### src/design/thermo_cfg_defs.vh
// Purpose: Shared constants for the thermostat configuration register block.
// Assumes: AXI4-Lite register access, 25 MHz clock.
// Notes: Register indices are multiplied by four to form byte addresses.
`ifndef THERMO_CFG_DEFS_VH
`define THERMO_CFG_DEFS_VH

// Register indices; the byte address is four times the index.
`define IDX_CFG_MSB 12'h0ac
`define IDX_CFG_LSB 12'h0ad
`define IDX_HI_THRESH 12'h000
`define IDX_LO_THRESH 12'h001
`define IDX_COMMAND 12'h002

// Field positions within the 16-bit configuration word.
`define BIT_DONE 15
`define BIT_NVB 14
`define BIT_THF 13
`define BIT_TLF 12
`define BIT_RES_HI 11
`define BIT_RES_LO 10
`define BIT_AUTO_CONVERT_AT_POWERUP 9
`define BIT_SINGLE 8
`define BIT_FORCE 7
`define BIT_SENSE 6
`define BIT_STRAP2 5
`define BIT_STRAP1 4
`define BIT_STRAP0 3

// Command register bits.
`define CMD_BEGIN 0
`define CMD_HALT 1
`define CMD_NV_STORE 2

// Factory and power-up values.
`define RST_RES 2'h3
`define RST_AUTO_CONVERT_AT_POWERUP 1'h0
`define RST_SINGLE 1'h0
`define RST_FORCE 1'h1
`define RST_SENSE 1'h0
`define RST_SCRATCH 3'h0
`define RST_THRESH 16'h0000

// Timing: longest conversion times in ms, and the clock rate in kHz.
`define CONV_MS_10 25
`define CONV_MS_11 50
`define CONV_MS_12 100
`define CONV_MS_13 200
`define CLK_KHZ 25000
`define NV_WRITE_CYCLES 16'h03e8

// AXI responses.
`define RESP_OKAY 2'h0
`define RESP_SLVERR 2'h2

`endif

### src/design/conv_sequencer.v
// Purpose: Conversion sequencer: power-up start, single and continuous modes.
// Assumes: Start, halt and trigger are one-cycle pulses.
// Notes: Each conversion lasts the longest time for the chosen resolution.
`timescale 1ns/100ps
`default_nettype none
module conv_sequencer #(
    parameter CNT_W = 23,
    parameter [31:0] T10 = 32'd625000,
    parameter [31:0] T11 = 32'd1250000,
    parameter [31:0] T12 = 32'd2500000,
    parameter [31:0] T13 = 32'd5000000
) (
    // Clock and reset.
    input wire clk,
    input wire resetn,
    // Controls.
    input wire start_cmd,
    input wire halt_cmd,
    input wire trigger,
    input wire single_mode,
    input wire auto_convert_at_powerup,
    input wire [1:0] res,
    // Status.
    output wire busy,
    output wire done_pulse
);
    localparam ST_PWR = 2'h0;
    localparam ST_IDLE = 2'h1;
    localparam ST_CONV = 2'h2;
    reg [1:0] state_ff, nxt_state;
    reg cont_ff, nxt_cont;
    reg [CNT_W-1:0] cnt_ff, nxt_cnt;
    reg [CNT_W-1:0] lim;
    reg fin;

    always @* begin
        case (res)
            2'h0: lim = T10[CNT_W-1:0] - 1'b1;
            2'h1: lim = T11[CNT_W-1:0] - 1'b1;
            2'h2: lim = T12[CNT_W-1:0] - 1'b1;
            default: lim = T13[CNT_W-1:0] - 1'b1;
        endcase
    end

    // Busy before the first edge too, so the power-up start is never seen as done.
    assign busy = (state_ff == ST_CONV) | ((state_ff == ST_PWR) & auto_convert_at_powerup);
    assign done_pulse = fin;

    always @* begin
        nxt_state = state_ff;
        nxt_cont = cont_ff;
        nxt_cnt = cnt_ff;
        fin = 1'b0;
        case (state_ff)
            ST_PWR: begin
                nxt_state = auto_convert_at_powerup ? ST_CONV : ST_IDLE;
                nxt_cont = auto_convert_at_powerup & ~single_mode;
                nxt_cnt = lim;
            end
            ST_IDLE: begin
                if (start_cmd | trigger) begin
                    nxt_state = ST_CONV;
                    nxt_cont = ~single_mode;
                    nxt_cnt = lim;
                end
            end
            ST_CONV: begin
                // The mode bit is latched at start; changing it later does not stop repeats.
                if (halt_cmd) begin
                    nxt_cont = 1'b0;
                end
                if (cnt_ff == {CNT_W{1'b0}}) begin
                    fin = 1'b1;
                    nxt_cnt = lim;
                    if (!cont_ff || halt_cmd) begin
                        nxt_state = ST_IDLE;
                    end
                end else begin
                    nxt_cnt = cnt_ff - 1'b1;
                end
            end
            default: nxt_state = ST_IDLE;
        endcase
    end

    always @(posedge clk) begin
        if (!resetn) begin
            state_ff <= ST_PWR;
            cont_ff <= 1'b0;
            cnt_ff <= {CNT_W{1'b0}};
        end else begin
            state_ff <= nxt_state;
            cont_ff <= nxt_cont;
            cnt_ff <= nxt_cnt;
        end
    end
endmodule
`default_nettype wire

### src/design/thermo_config_status_register.v
// Purpose: Thermostat configuration and status register with AXI4-Lite access.
// Assumes: Strap pins and temperature input are synchronous to CLK.
// Notes: RESETN stands in for power-up; nonvolatile fields take their factory values.
`timescale 1ns/100ps
`default_nettype none
`include "thermo_cfg_defs.vh"
module thermo_config_status_register #(
    parameter CNT_W = 23,
    parameter [31:0] CONV_CYC_10 = `CONV_MS_10 * `CLK_KHZ,
    parameter [31:0] CONV_CYC_11 = `CONV_MS_11 * `CLK_KHZ,
    parameter [31:0] CONV_CYC_12 = `CONV_MS_12 * `CLK_KHZ,
    parameter [31:0] CONV_CYC_13 = `CONV_MS_13 * `CLK_KHZ,
    parameter [15:0] NV_CYC = `NV_WRITE_CYCLES
) (
    // Clock and reset.
    input wire CLK,
    input wire RESETN,
    // AXI4-Lite write address.
    input wire [31:0] S_AXI_AWADDR,
    input wire S_AXI_AWVALID,
    output reg S_AXI_AWREADY,
    // AXI4-Lite write data.
    input wire [31:0] S_AXI_WDATA,
    input wire [3:0] S_AXI_WSTRB,
    input wire S_AXI_WVALID,
    output reg S_AXI_WREADY,
    // AXI4-Lite write response.
    output reg [1:0] S_AXI_BRESP,
    output reg S_AXI_BVALID,
    input wire S_AXI_BREADY,
    // AXI4-Lite read address.
    input wire [31:0] S_AXI_ARADDR,
    input wire S_AXI_ARVALID,
    output reg S_AXI_ARREADY,
    // AXI4-Lite read data.
    output reg [31:0] S_AXI_RDATA,
    output reg [1:0] S_AXI_RRESP,
    output reg S_AXI_RVALID,
    input wire S_AXI_RREADY,
    // Address strap pins.
    input wire ADDR_STRAP_2,
    input wire ADDR_STRAP_1,
    input wire ADDR_STRAP_0,
    // Temperature from the conversion engine, valid when a conversion ends.
    input wire [15:0] TEMP_VALUE,
    // Programmable output pin, open drain.
    output reg PROGRAMMABLE_OUTPUT_PIN_OUT,
    output wire PROGRAMMABLE_OUTPUT_PIN_OE_N
);
    // Decoded register selects.
    localparam SEL_NONE = 3'h0;
    localparam SEL_MSB = 3'h1;
    localparam SEL_LSB = 3'h2;
    localparam SEL_HI = 3'h3;
    localparam SEL_LO = 3'h4;
    localparam SEL_CMD = 3'h5;

    // Maps a byte address to a register select; unaligned addresses are unmapped.
    function [2:0] decode;
        input [31:0] addr;
        begin
            if (addr[1:0] != 2'h0 || addr[31:14] != 18'h00000) begin
                decode = SEL_NONE;
            end else if (addr[13:2] == `IDX_CFG_MSB) begin
                decode = SEL_MSB;
            end else if (addr[13:2] == `IDX_CFG_LSB) begin
                decode = SEL_LSB;
            end else if (addr[13:2] == `IDX_HI_THRESH) begin
                decode = SEL_HI;
            end else if (addr[13:2] == `IDX_LO_THRESH) begin
                decode = SEL_LO;
            end else if (addr[13:2] == `IDX_COMMAND) begin
                decode = SEL_CMD;
            end else begin
                decode = SEL_NONE;
            end
        end
    endfunction

    // Stored configuration fields.
    reg [1:0] res_ff;
    reg auto_convert_at_powerup_ff;
    reg single_ff;
    reg force_ff;
    reg sense_ff;
    reg [2:0] scratch_ff;
    reg thf_ff;
    reg tlf_ff;
    reg [15:0] hi_thresh_ff;
    reg [15:0] lo_thresh_ff;
    reg [15:0] nv_cnt_ff;
    reg strap1_prev_ff;

    // Write channel capture; address and data may arrive in either order.
    reg aw_held_ff;
    reg w_held_ff;
    reg [31:0] aw_addr_ff;
    reg [31:0] w_data_ff;
    reg [3:0] w_strb_ff;

    wire conv_busy;
    wire conv_done;
    wire hit_hi;
    wire hit_lo;
    wire nv_busy;
    wire [15:0] cfg_word;
    wire [2:0] wsel;
    wire [2:0] rsel;
    wire do_write;
    wire wr_b0;
    wire wr_b1;
    wire begin_cmd;
    wire halt_cmd;
    wire nv_store_cmd;
    wire strap_trigger;
    wire clr_thf;
    wire clr_tlf;

    assign do_write = aw_held_ff & w_held_ff & ~S_AXI_BVALID;
    assign wsel = decode(aw_addr_ff);
    assign rsel = decode(S_AXI_ARADDR);
    assign wr_b0 = do_write & w_strb_ff[0];
    assign wr_b1 = do_write & w_strb_ff[1];

    // Commands are self-clearing strobes and read back as zero.
    assign begin_cmd = wr_b0 & (wsel == SEL_CMD) & w_data_ff[`CMD_BEGIN];
    assign halt_cmd = wr_b0 & (wsel == SEL_CMD) & w_data_ff[`CMD_HALT];
    assign nv_store_cmd = wr_b0 & (wsel == SEL_CMD) & w_data_ff[`CMD_NV_STORE];

    // Only a low-to-high transition triggers, so a pin held high starts nothing more.
    assign strap_trigger = single_ff & auto_convert_at_powerup_ff & ADDR_STRAP_1 & ~strap1_prev_ff;

    assign nv_busy = (nv_cnt_ff != 16'h0000);

    // Writing 0 clears a flag; writing 1 leaves it alone.
    assign clr_thf = wr_b0 & (wsel == SEL_MSB) & ~w_data_ff[`BIT_THF - 8];
    assign clr_tlf = wr_b0 & (wsel == SEL_MSB) & ~w_data_ff[`BIT_TLF - 8];

    assign cfg_word = {
        ~conv_busy,
        nv_busy,
        thf_ff,
        tlf_ff,
        res_ff,
        auto_convert_at_powerup_ff,
        single_ff,
        force_ff,
        sense_ff,
        ADDR_STRAP_2,
        ADDR_STRAP_1,
        ADDR_STRAP_0,
        scratch_ff
    };

    conv_sequencer #(
        .CNT_W(CNT_W),
        .T10(CONV_CYC_10),
        .T11(CONV_CYC_11),
        .T12(CONV_CYC_12),
        .T13(CONV_CYC_13)
    ) u_seq (
        .clk(CLK),
        .resetn(RESETN),
        .start_cmd(begin_cmd),
        .halt_cmd(halt_cmd),
        .trigger(strap_trigger),
        .single_mode(single_ff),
        .auto_convert_at_powerup(auto_convert_at_powerup_ff),
        .res(res_ff),
        .busy(conv_busy),
        .done_pulse(conv_done)
    );

    thermostat_out u_tstat (
        .clk(CLK),
        .resetn(RESETN),
        .sample(conv_done),
        .temp(TEMP_VALUE),
        .hi_thresh(hi_thresh_ff),
        .lo_thresh(lo_thresh_ff),
        .force_sel(force_ff),
        .sense_sel(sense_ff),
        .hit_hi(hit_hi),
        .hit_lo(hit_lo),
        .po_oe_n_ff(PROGRAMMABLE_OUTPUT_PIN_OE_N)
    );

    // Write address and data channels.
    always @(posedge CLK) begin
        if (!RESETN) begin
            aw_held_ff <= 1'b0;
            w_held_ff <= 1'b0;
            aw_addr_ff <= 32'h00000000;
            w_data_ff <= 32'h00000000;
            w_strb_ff <= 4'h0;
            S_AXI_AWREADY <= 1'b0;
            S_AXI_WREADY <= 1'b0;
            S_AXI_BVALID <= 1'b0;
            S_AXI_BRESP <= `RESP_OKAY;
        end else begin
            S_AXI_AWREADY <= 1'b0;
            S_AXI_WREADY <= 1'b0;
            if (S_AXI_AWVALID && !S_AXI_AWREADY && !aw_held_ff) begin
                S_AXI_AWREADY <= 1'b1;
                aw_held_ff <= 1'b1;
                aw_addr_ff <= S_AXI_AWADDR;
            end
            if (S_AXI_WVALID && !S_AXI_WREADY && !w_held_ff) begin
                S_AXI_WREADY <= 1'b1;
                w_held_ff <= 1'b1;
                w_data_ff <= S_AXI_WDATA;
                w_strb_ff <= S_AXI_WSTRB;
            end
            if (do_write) begin
                S_AXI_BVALID <= 1'b1;
                S_AXI_BRESP <= (wsel == SEL_NONE) ? `RESP_SLVERR : `RESP_OKAY;
            end
            if (S_AXI_BVALID && S_AXI_BREADY) begin
                S_AXI_BVALID <= 1'b0;
                aw_held_ff <= 1'b0;
                w_held_ff <= 1'b0;
            end
        end
    end

    // Read channel: data is valid in the same cycle that the address is accepted.
    always @(posedge CLK) begin
        if (!RESETN) begin
            S_AXI_ARREADY <= 1'b0;
            S_AXI_RVALID <= 1'b0;
            S_AXI_RDATA <= 32'h00000000;
            S_AXI_RRESP <= `RESP_OKAY;
        end else begin
            S_AXI_ARREADY <= 1'b0;
            if (S_AXI_ARVALID && !S_AXI_ARREADY && !S_AXI_RVALID) begin
                S_AXI_ARREADY <= 1'b1;
                S_AXI_RVALID <= 1'b1;
                S_AXI_RRESP <= `RESP_OKAY;
                case (rsel)
                    SEL_MSB: S_AXI_RDATA <= {24'h000000, cfg_word[15:8]};
                    SEL_LSB: S_AXI_RDATA <= {24'h000000, cfg_word[7:0]};
                    SEL_HI: S_AXI_RDATA <= {16'h0000, hi_thresh_ff};
                    SEL_LO: S_AXI_RDATA <= {16'h0000, lo_thresh_ff};
                    SEL_CMD: S_AXI_RDATA <= 32'h00000000;
                    default: begin
                        S_AXI_RDATA <= 32'h00000000;
                        S_AXI_RRESP <= `RESP_SLVERR;
                    end
                endcase
            end else if (S_AXI_RVALID && S_AXI_RREADY) begin
                S_AXI_RVALID <= 1'b0;
            end
        end
    end

    // Configuration fields. DONE, NVB and strap bits have no storage, so writes to them vanish.
    always @(posedge CLK) begin
        if (!RESETN) begin
            res_ff <= `RST_RES;
            auto_convert_at_powerup_ff <= `RST_AUTO_CONVERT_AT_POWERUP;
            single_ff <= `RST_SINGLE;
            force_ff <= `RST_FORCE;
            sense_ff <= `RST_SENSE;
            scratch_ff <= `RST_SCRATCH;
            hi_thresh_ff <= `RST_THRESH;
            lo_thresh_ff <= `RST_THRESH;
        end else begin
            if (wr_b0 && wsel == SEL_MSB) begin
                res_ff <= w_data_ff[`BIT_RES_HI - 8:`BIT_RES_LO - 8];
                auto_convert_at_powerup_ff <= w_data_ff[`BIT_AUTO_CONVERT_AT_POWERUP - 8];
                single_ff <= w_data_ff[`BIT_SINGLE - 8];
            end
            if (wr_b0 && wsel == SEL_LSB) begin
                force_ff <= w_data_ff[`BIT_FORCE];
                sense_ff <= w_data_ff[`BIT_SENSE];
                scratch_ff <= w_data_ff[2:0];
            end
            if (wr_b0 && wsel == SEL_HI) begin
                hi_thresh_ff[7:0] <= w_data_ff[7:0];
            end
            if (wr_b1 && wsel == SEL_HI) begin
                hi_thresh_ff[15:8] <= w_data_ff[15:8];
            end
            if (wr_b0 && wsel == SEL_LO) begin
                lo_thresh_ff[7:0] <= w_data_ff[7:0];
            end
            if (wr_b1 && wsel == SEL_LO) begin
                lo_thresh_ff[15:8] <= w_data_ff[15:8];
            end
        end
    end

    // Sticky flags: a hit in the same cycle as a clear keeps the flag set.
    always @(posedge CLK) begin
        if (!RESETN) begin
            thf_ff <= 1'b0;
            tlf_ff <= 1'b0;
        end else begin
            thf_ff <= hit_hi | (thf_ff & ~clr_thf);
            tlf_ff <= hit_lo | (tlf_ff & ~clr_tlf);
        end
    end

    // Nonvolatile store timer; a store request while busy is dropped.
    always @(posedge CLK) begin
        if (!RESETN) begin
            nv_cnt_ff <= 16'h0000;
        end else if (nv_store_cmd && !nv_busy) begin
            nv_cnt_ff <= NV_CYC;
        end else if (nv_busy) begin
            nv_cnt_ff <= nv_cnt_ff - 16'h0001;
        end
    end

    // Trigger edge history and the constant-low drive value of the pin.
    always @(posedge CLK) begin
        if (!RESETN) begin
            strap1_prev_ff <= 1'b1;
            PROGRAMMABLE_OUTPUT_PIN_OUT <= 1'b0;
        end else begin
            strap1_prev_ff <= ADDR_STRAP_1;
            PROGRAMMABLE_OUTPUT_PIN_OUT <= 1'b0;
        end
    end
endmodule
`default_nettype wire

### src/design/thermostat_out.v
// Purpose: Threshold compare and open-drain output drive.
// Assumes: Temperatures are two's complement, compared on each completed conversion.
// Notes: Output enable is low while the pin is pulled low.
`timescale 1ns/100ps
`default_nettype none
module thermostat_out (
    // Clock and reset.
    input wire clk,
    input wire resetn,
    // Measurement.
    input wire sample,
    input wire [15:0] temp,
    input wire [15:0] hi_thresh,
    input wire [15:0] lo_thresh,
    // Output configuration.
    input wire force_sel,
    input wire sense_sel,
    // Results.
    output wire hit_hi,
    output wire hit_lo,
    output reg po_oe_n_ff
);
    reg alarm_ff;
    wire nxt_alarm;

    assign hit_hi = sample & ($signed(temp) >= $signed(hi_thresh));
    assign hit_lo = sample & ($signed(temp) <= $signed(lo_thresh));
    // Hysteresis: the alarm holds between the two thresholds.
    assign nxt_alarm = hit_hi ? 1'b1 : (hit_lo ? 1'b0 : alarm_ff);

    always @(posedge clk) begin
        if (!resetn) begin
            alarm_ff <= 1'b0;
            po_oe_n_ff <= 1'b1;
        end else begin
            alarm_ff <= nxt_alarm;
            if (!force_sel) begin
                po_oe_n_ff <= 1'b0;
            end else if (sense_sel) begin
                po_oe_n_ff <= nxt_alarm;
            end else begin
                po_oe_n_ff <= ~nxt_alarm;
            end
        end
    end
endmodule
`default_nettype wire

### config.mk
export PLATFORM = sky130hd
export DESIGN_NAME = thermo_config_status_register
export DESIGN_NICKNAME = d
export VERILOG_FILES = /design/src/design/conv_sequencer.v /design/src/design/thermo_config_status_register.v /design/src/design/thermostat_out.v
export VERILOG_INCLUDE_DIRS = /design/src /design/src/design
export SDC_FILE = /design/constraint.sdc
export NUM_CORES = 1
export LEC_CHECK = 0
export ABC_AREA = 0
export BUFFER_PORTS_ARGS = -buffer_cell sky130_fd_sc_hd__clkbuf_2
export CORE_ASPECT_RATIO = 0.5
export CORE_MARGIN = 2
export CORE_UTILIZATION = 50
export DETAILED_ROUTE_END_ITERATION = 8
export GPL_TIMING_DRIVEN = 0
export PLACE_DENSITY = 0.82
export SLEW_MARGIN = 20
export SYNTH_ARGS = -nofsm -noshare
export SYNTH_HDL_FRONTEND = slang
export SYNTH_SLANG_ARGS = --single-unit
export TNS_END_PERCENT = 30
### constraint.sdc
create_clock -name CLK -period 5.5 [get_ports CLK]
set_input_delay 0.55 -clock CLK [delete_from_list [all_inputs] [get_ports CLK]]
set_output_delay 0.55 -clock CLK [all_outputs]
set_load 0.01 [all_outputs]
==> results.yml <==
critical_path:
  crit_path_cell_trace: "nor4_1, nand4_1, nor3_1, a21oi_1, clkbuf_1, o21ai_0, a21oi_1"
  cp_slowest_cell: "nor3_1"
  cp_data_arrival_time_ps: 3170
  crit_path_end_kind: "flop"
  path_class: "reg -> reg"
  worstPathMaxFanout: 10
  start_kind: "flop"
  worst_path_most_repeated_cell: "a21oi_1"
  slowest_delay_ps: 620
  crit_required_ps: 5790
global_routing:
  grt_pass1_wl_um: 36700
  overflow: 0
  antenna_found_initial: 0
  first_global_vias: 7501
  grt_use_total_pct: 26.7
  grt_max_degree: 17
yosys:
  synth_edf_count: 0
  synth_top_area_cell: "dfxtp_1"
  yosys.cell_types.count: 67
  seq_area_frac_synth_pct: 40.0
  syn_inst: 1019
  syn_area_um2: 8150
  synth-seq-cells: 163
  ys_top_cells_by_area: "dfxtp_1 (40%), a21oi_1 (7.5%), nand2_1 (7.2%)"
  yosysTopAreaCellShare_pct: 40.0
  synth_common_cells: "dfxtp_1 (163), nand2_1 (156), a21oi_1 (123)"
  yosysMostFrequentCell: "dfxtp_1"
  synthFlopType: "dfxtp_1"
  synthArstFlopShare_pct: 0
  synth_area_per_cell_um2: 8.00
  yosys_warnings: 0
placement:
  portBuffers: 131
  post-dp-hpwl_um: 16600
  gp_congestion: 0.898
run_status:
  status: "completed"
clock_network:
  cts.clk_slew.worst_paths_ps: 70
  ctsHoldBuffers: 0
  htreeDepth: 4
  cts_tree: "done"
  clock_latency_ps: 440
  cts_made_buffers: 17
  cts-root-buf: "clkbuf_16"
  cts_buffer_depth: 2
  postCtsSetupBuffers: 0
  cts.sinks: 163
  post_cts_resized: 0
sta:
  skew_ps: 10.4
  tns_ps: 0
  min_period_ps: 2880
  final_max_slew_viol_count: 0
  rsz0062_at_grt: "false"
  fmax_mhz: 347
  tightest_slew_ps: 733
  slew_headroom_pct: 50.7
  finalSetupViolCount: 0
  fin_crit_sh_pct: 52.4
  hold_viol_final: 0
final_layout:
  syn2layout_area_growth_pct: 19.4
  nNetsFinal: 1357
  drive_gt1_share_pct: 17.8
  n_antenna_cell: 0
  fin_util_pct: 62.2
min_path:
  hold_path_class: "in -> reg"
power_and_ir_drop:
  ir_drop_mv: 0.241
  pwr_density_cell_nw_per_um2: 380
  leakage_nw: 3.98
drt:
  totalWireLength_um: 22500
  drtAntennaViolNets: 0
  drc: 0
  vias: 7860
  via_per_inst: 5.53
  first_iter_violations: 717
  first_pass_iters: 6
  wl_per_cell_um: 15.8
floorplan:
  core-area_um2: 15700
  die_y_um: 94.3
  dieArea_um2: 17400
  io_pins: 169
  start_util_pct: 52.1
  die_w_um: 185
  num_rows: 32
flow_run:
  drv_cap: 0
## report_power, final
part / switching [mW] / leakage (nW) / internal [mW]
registers: 0.120 / 1.33 / 1.31
logic: 0.658 / 2.37 / 0.422
clock network: 0.535 / 0.284 / 0.651
total: 1.31 / 3.98 / 2.38
## cells by family after synthesis
kind of cell | after synthesis | synth area share, %
other | 1 | 0.0460
AOI/OAI and AO/OA | 253 | 18.3
DFF | 163 | 40.0
buffers and inverters | 119 | 6.71
muxes | 35 | 4.30
and+or+nand+nor | 399 | 23.3
xor gates and xnor gates | 5 | 0.537
adders and majority gates | 44 | 6.75
## state kept, by name, summed over array words and instances, names as in the netlist, 3 cells and up
name          flops
nv_cnt_ff        16
scratch_ff        3
w_data_ff        16
aw_addr_ff       32
u_seq.cnt_ff     23
lo_thresh_ff     16
hi_thresh_ff     16
S_AXI_RDATA      16
## cells in the final DEF (no fill, tap or decap), types with 5 or more instances in the layout
cell       netlist  routed
nand3_1          7       7
nand4_1          9       9
mux2i_1         35      35
nor3b_1          6       6
buf_2            7       7
nand2b_1         7       7
nor2b_1          9       9
nor2_1         108     108
clkbuf_16        0      17
a211oi_1         7       7
o21ai_0         61      61
or4_1            6       6
dfxtp_1        163     163
a21oi_1        123     123
nand2_1        156     156
o21a_1           8       8
inv_1           49      49
inv_6            0       5
ha_1            44      44
clkbuf_1        39      39
and2_1           6       6
nor4_1          22      22
nand4b_1         5       5
or3_1            5       5
conb_1           1      19
clkbuf_2         1     132
nor3_1          27      26
a22oi_1         23      23
buf_4           20      20
## critical path: cells and delay by family (launching register included)
family                 cells  cell delay, ps
buffers and inverters      1             310
AO/OA/AOI/OAI              3             790
AND/OR/NAND/NOR            3            1330
flip-flops                 1             320
## cell type report
type	count	area, um2
inverter	50	188
multi-input combinational	755	4420
tap	221	277
buffer	69	359
clock inverter	14	141
timing repair buffer	131	656
fill	1311	5920
sequential	163	3260
clock buffer	18	439
## path summary, 6_finish.rpt
kind	from	end	slack, ps	cells after the start
worst max register to register	aw_addr_ff[27]	u_seq.cnt_ff[9]	2620	7
worst min-delay path	S_AXI_AWADDR[17]	aw_addr_ff[17]	340	3
worst max-delay path	aw_addr_ff[27]	u_seq.cnt_ff[9]	2620	7
worst min register to register	aw_addr_ff[10]	aw_addr_ff[10]	450	2
## per-stage QoR
stage                     std cells  cell area (um2)  total power, mW  hold WS (ps)  setup WS, ps
after detailed placement       1389             9150             2.50           446          2760
final                          1421             9740             3.70           337          2620
after floorplan                1037             8220             2.22           431          3140
after CTS                      1421             9730             3.67           338          2690
after global placement         1389             9150             2.46           437          2800
after global routing           1421             9740             3.88           347          2400
## routing by layer
| metal | GRT usage, % | wire length [um] | vias to the layer above |
|---|---|---|---|
| li1 | - | - | 3853 |
| met4 | 8.53 | 381 | 0 |
| met2 | 45.0 | 10500 | 315 |
| met3 | 4.03 | 1700 | 38 |
| met1 | 35.4 | 9880 | 3654 |
| met5 | 0 | 0 | - |
(Power assumes the default switching activity.)
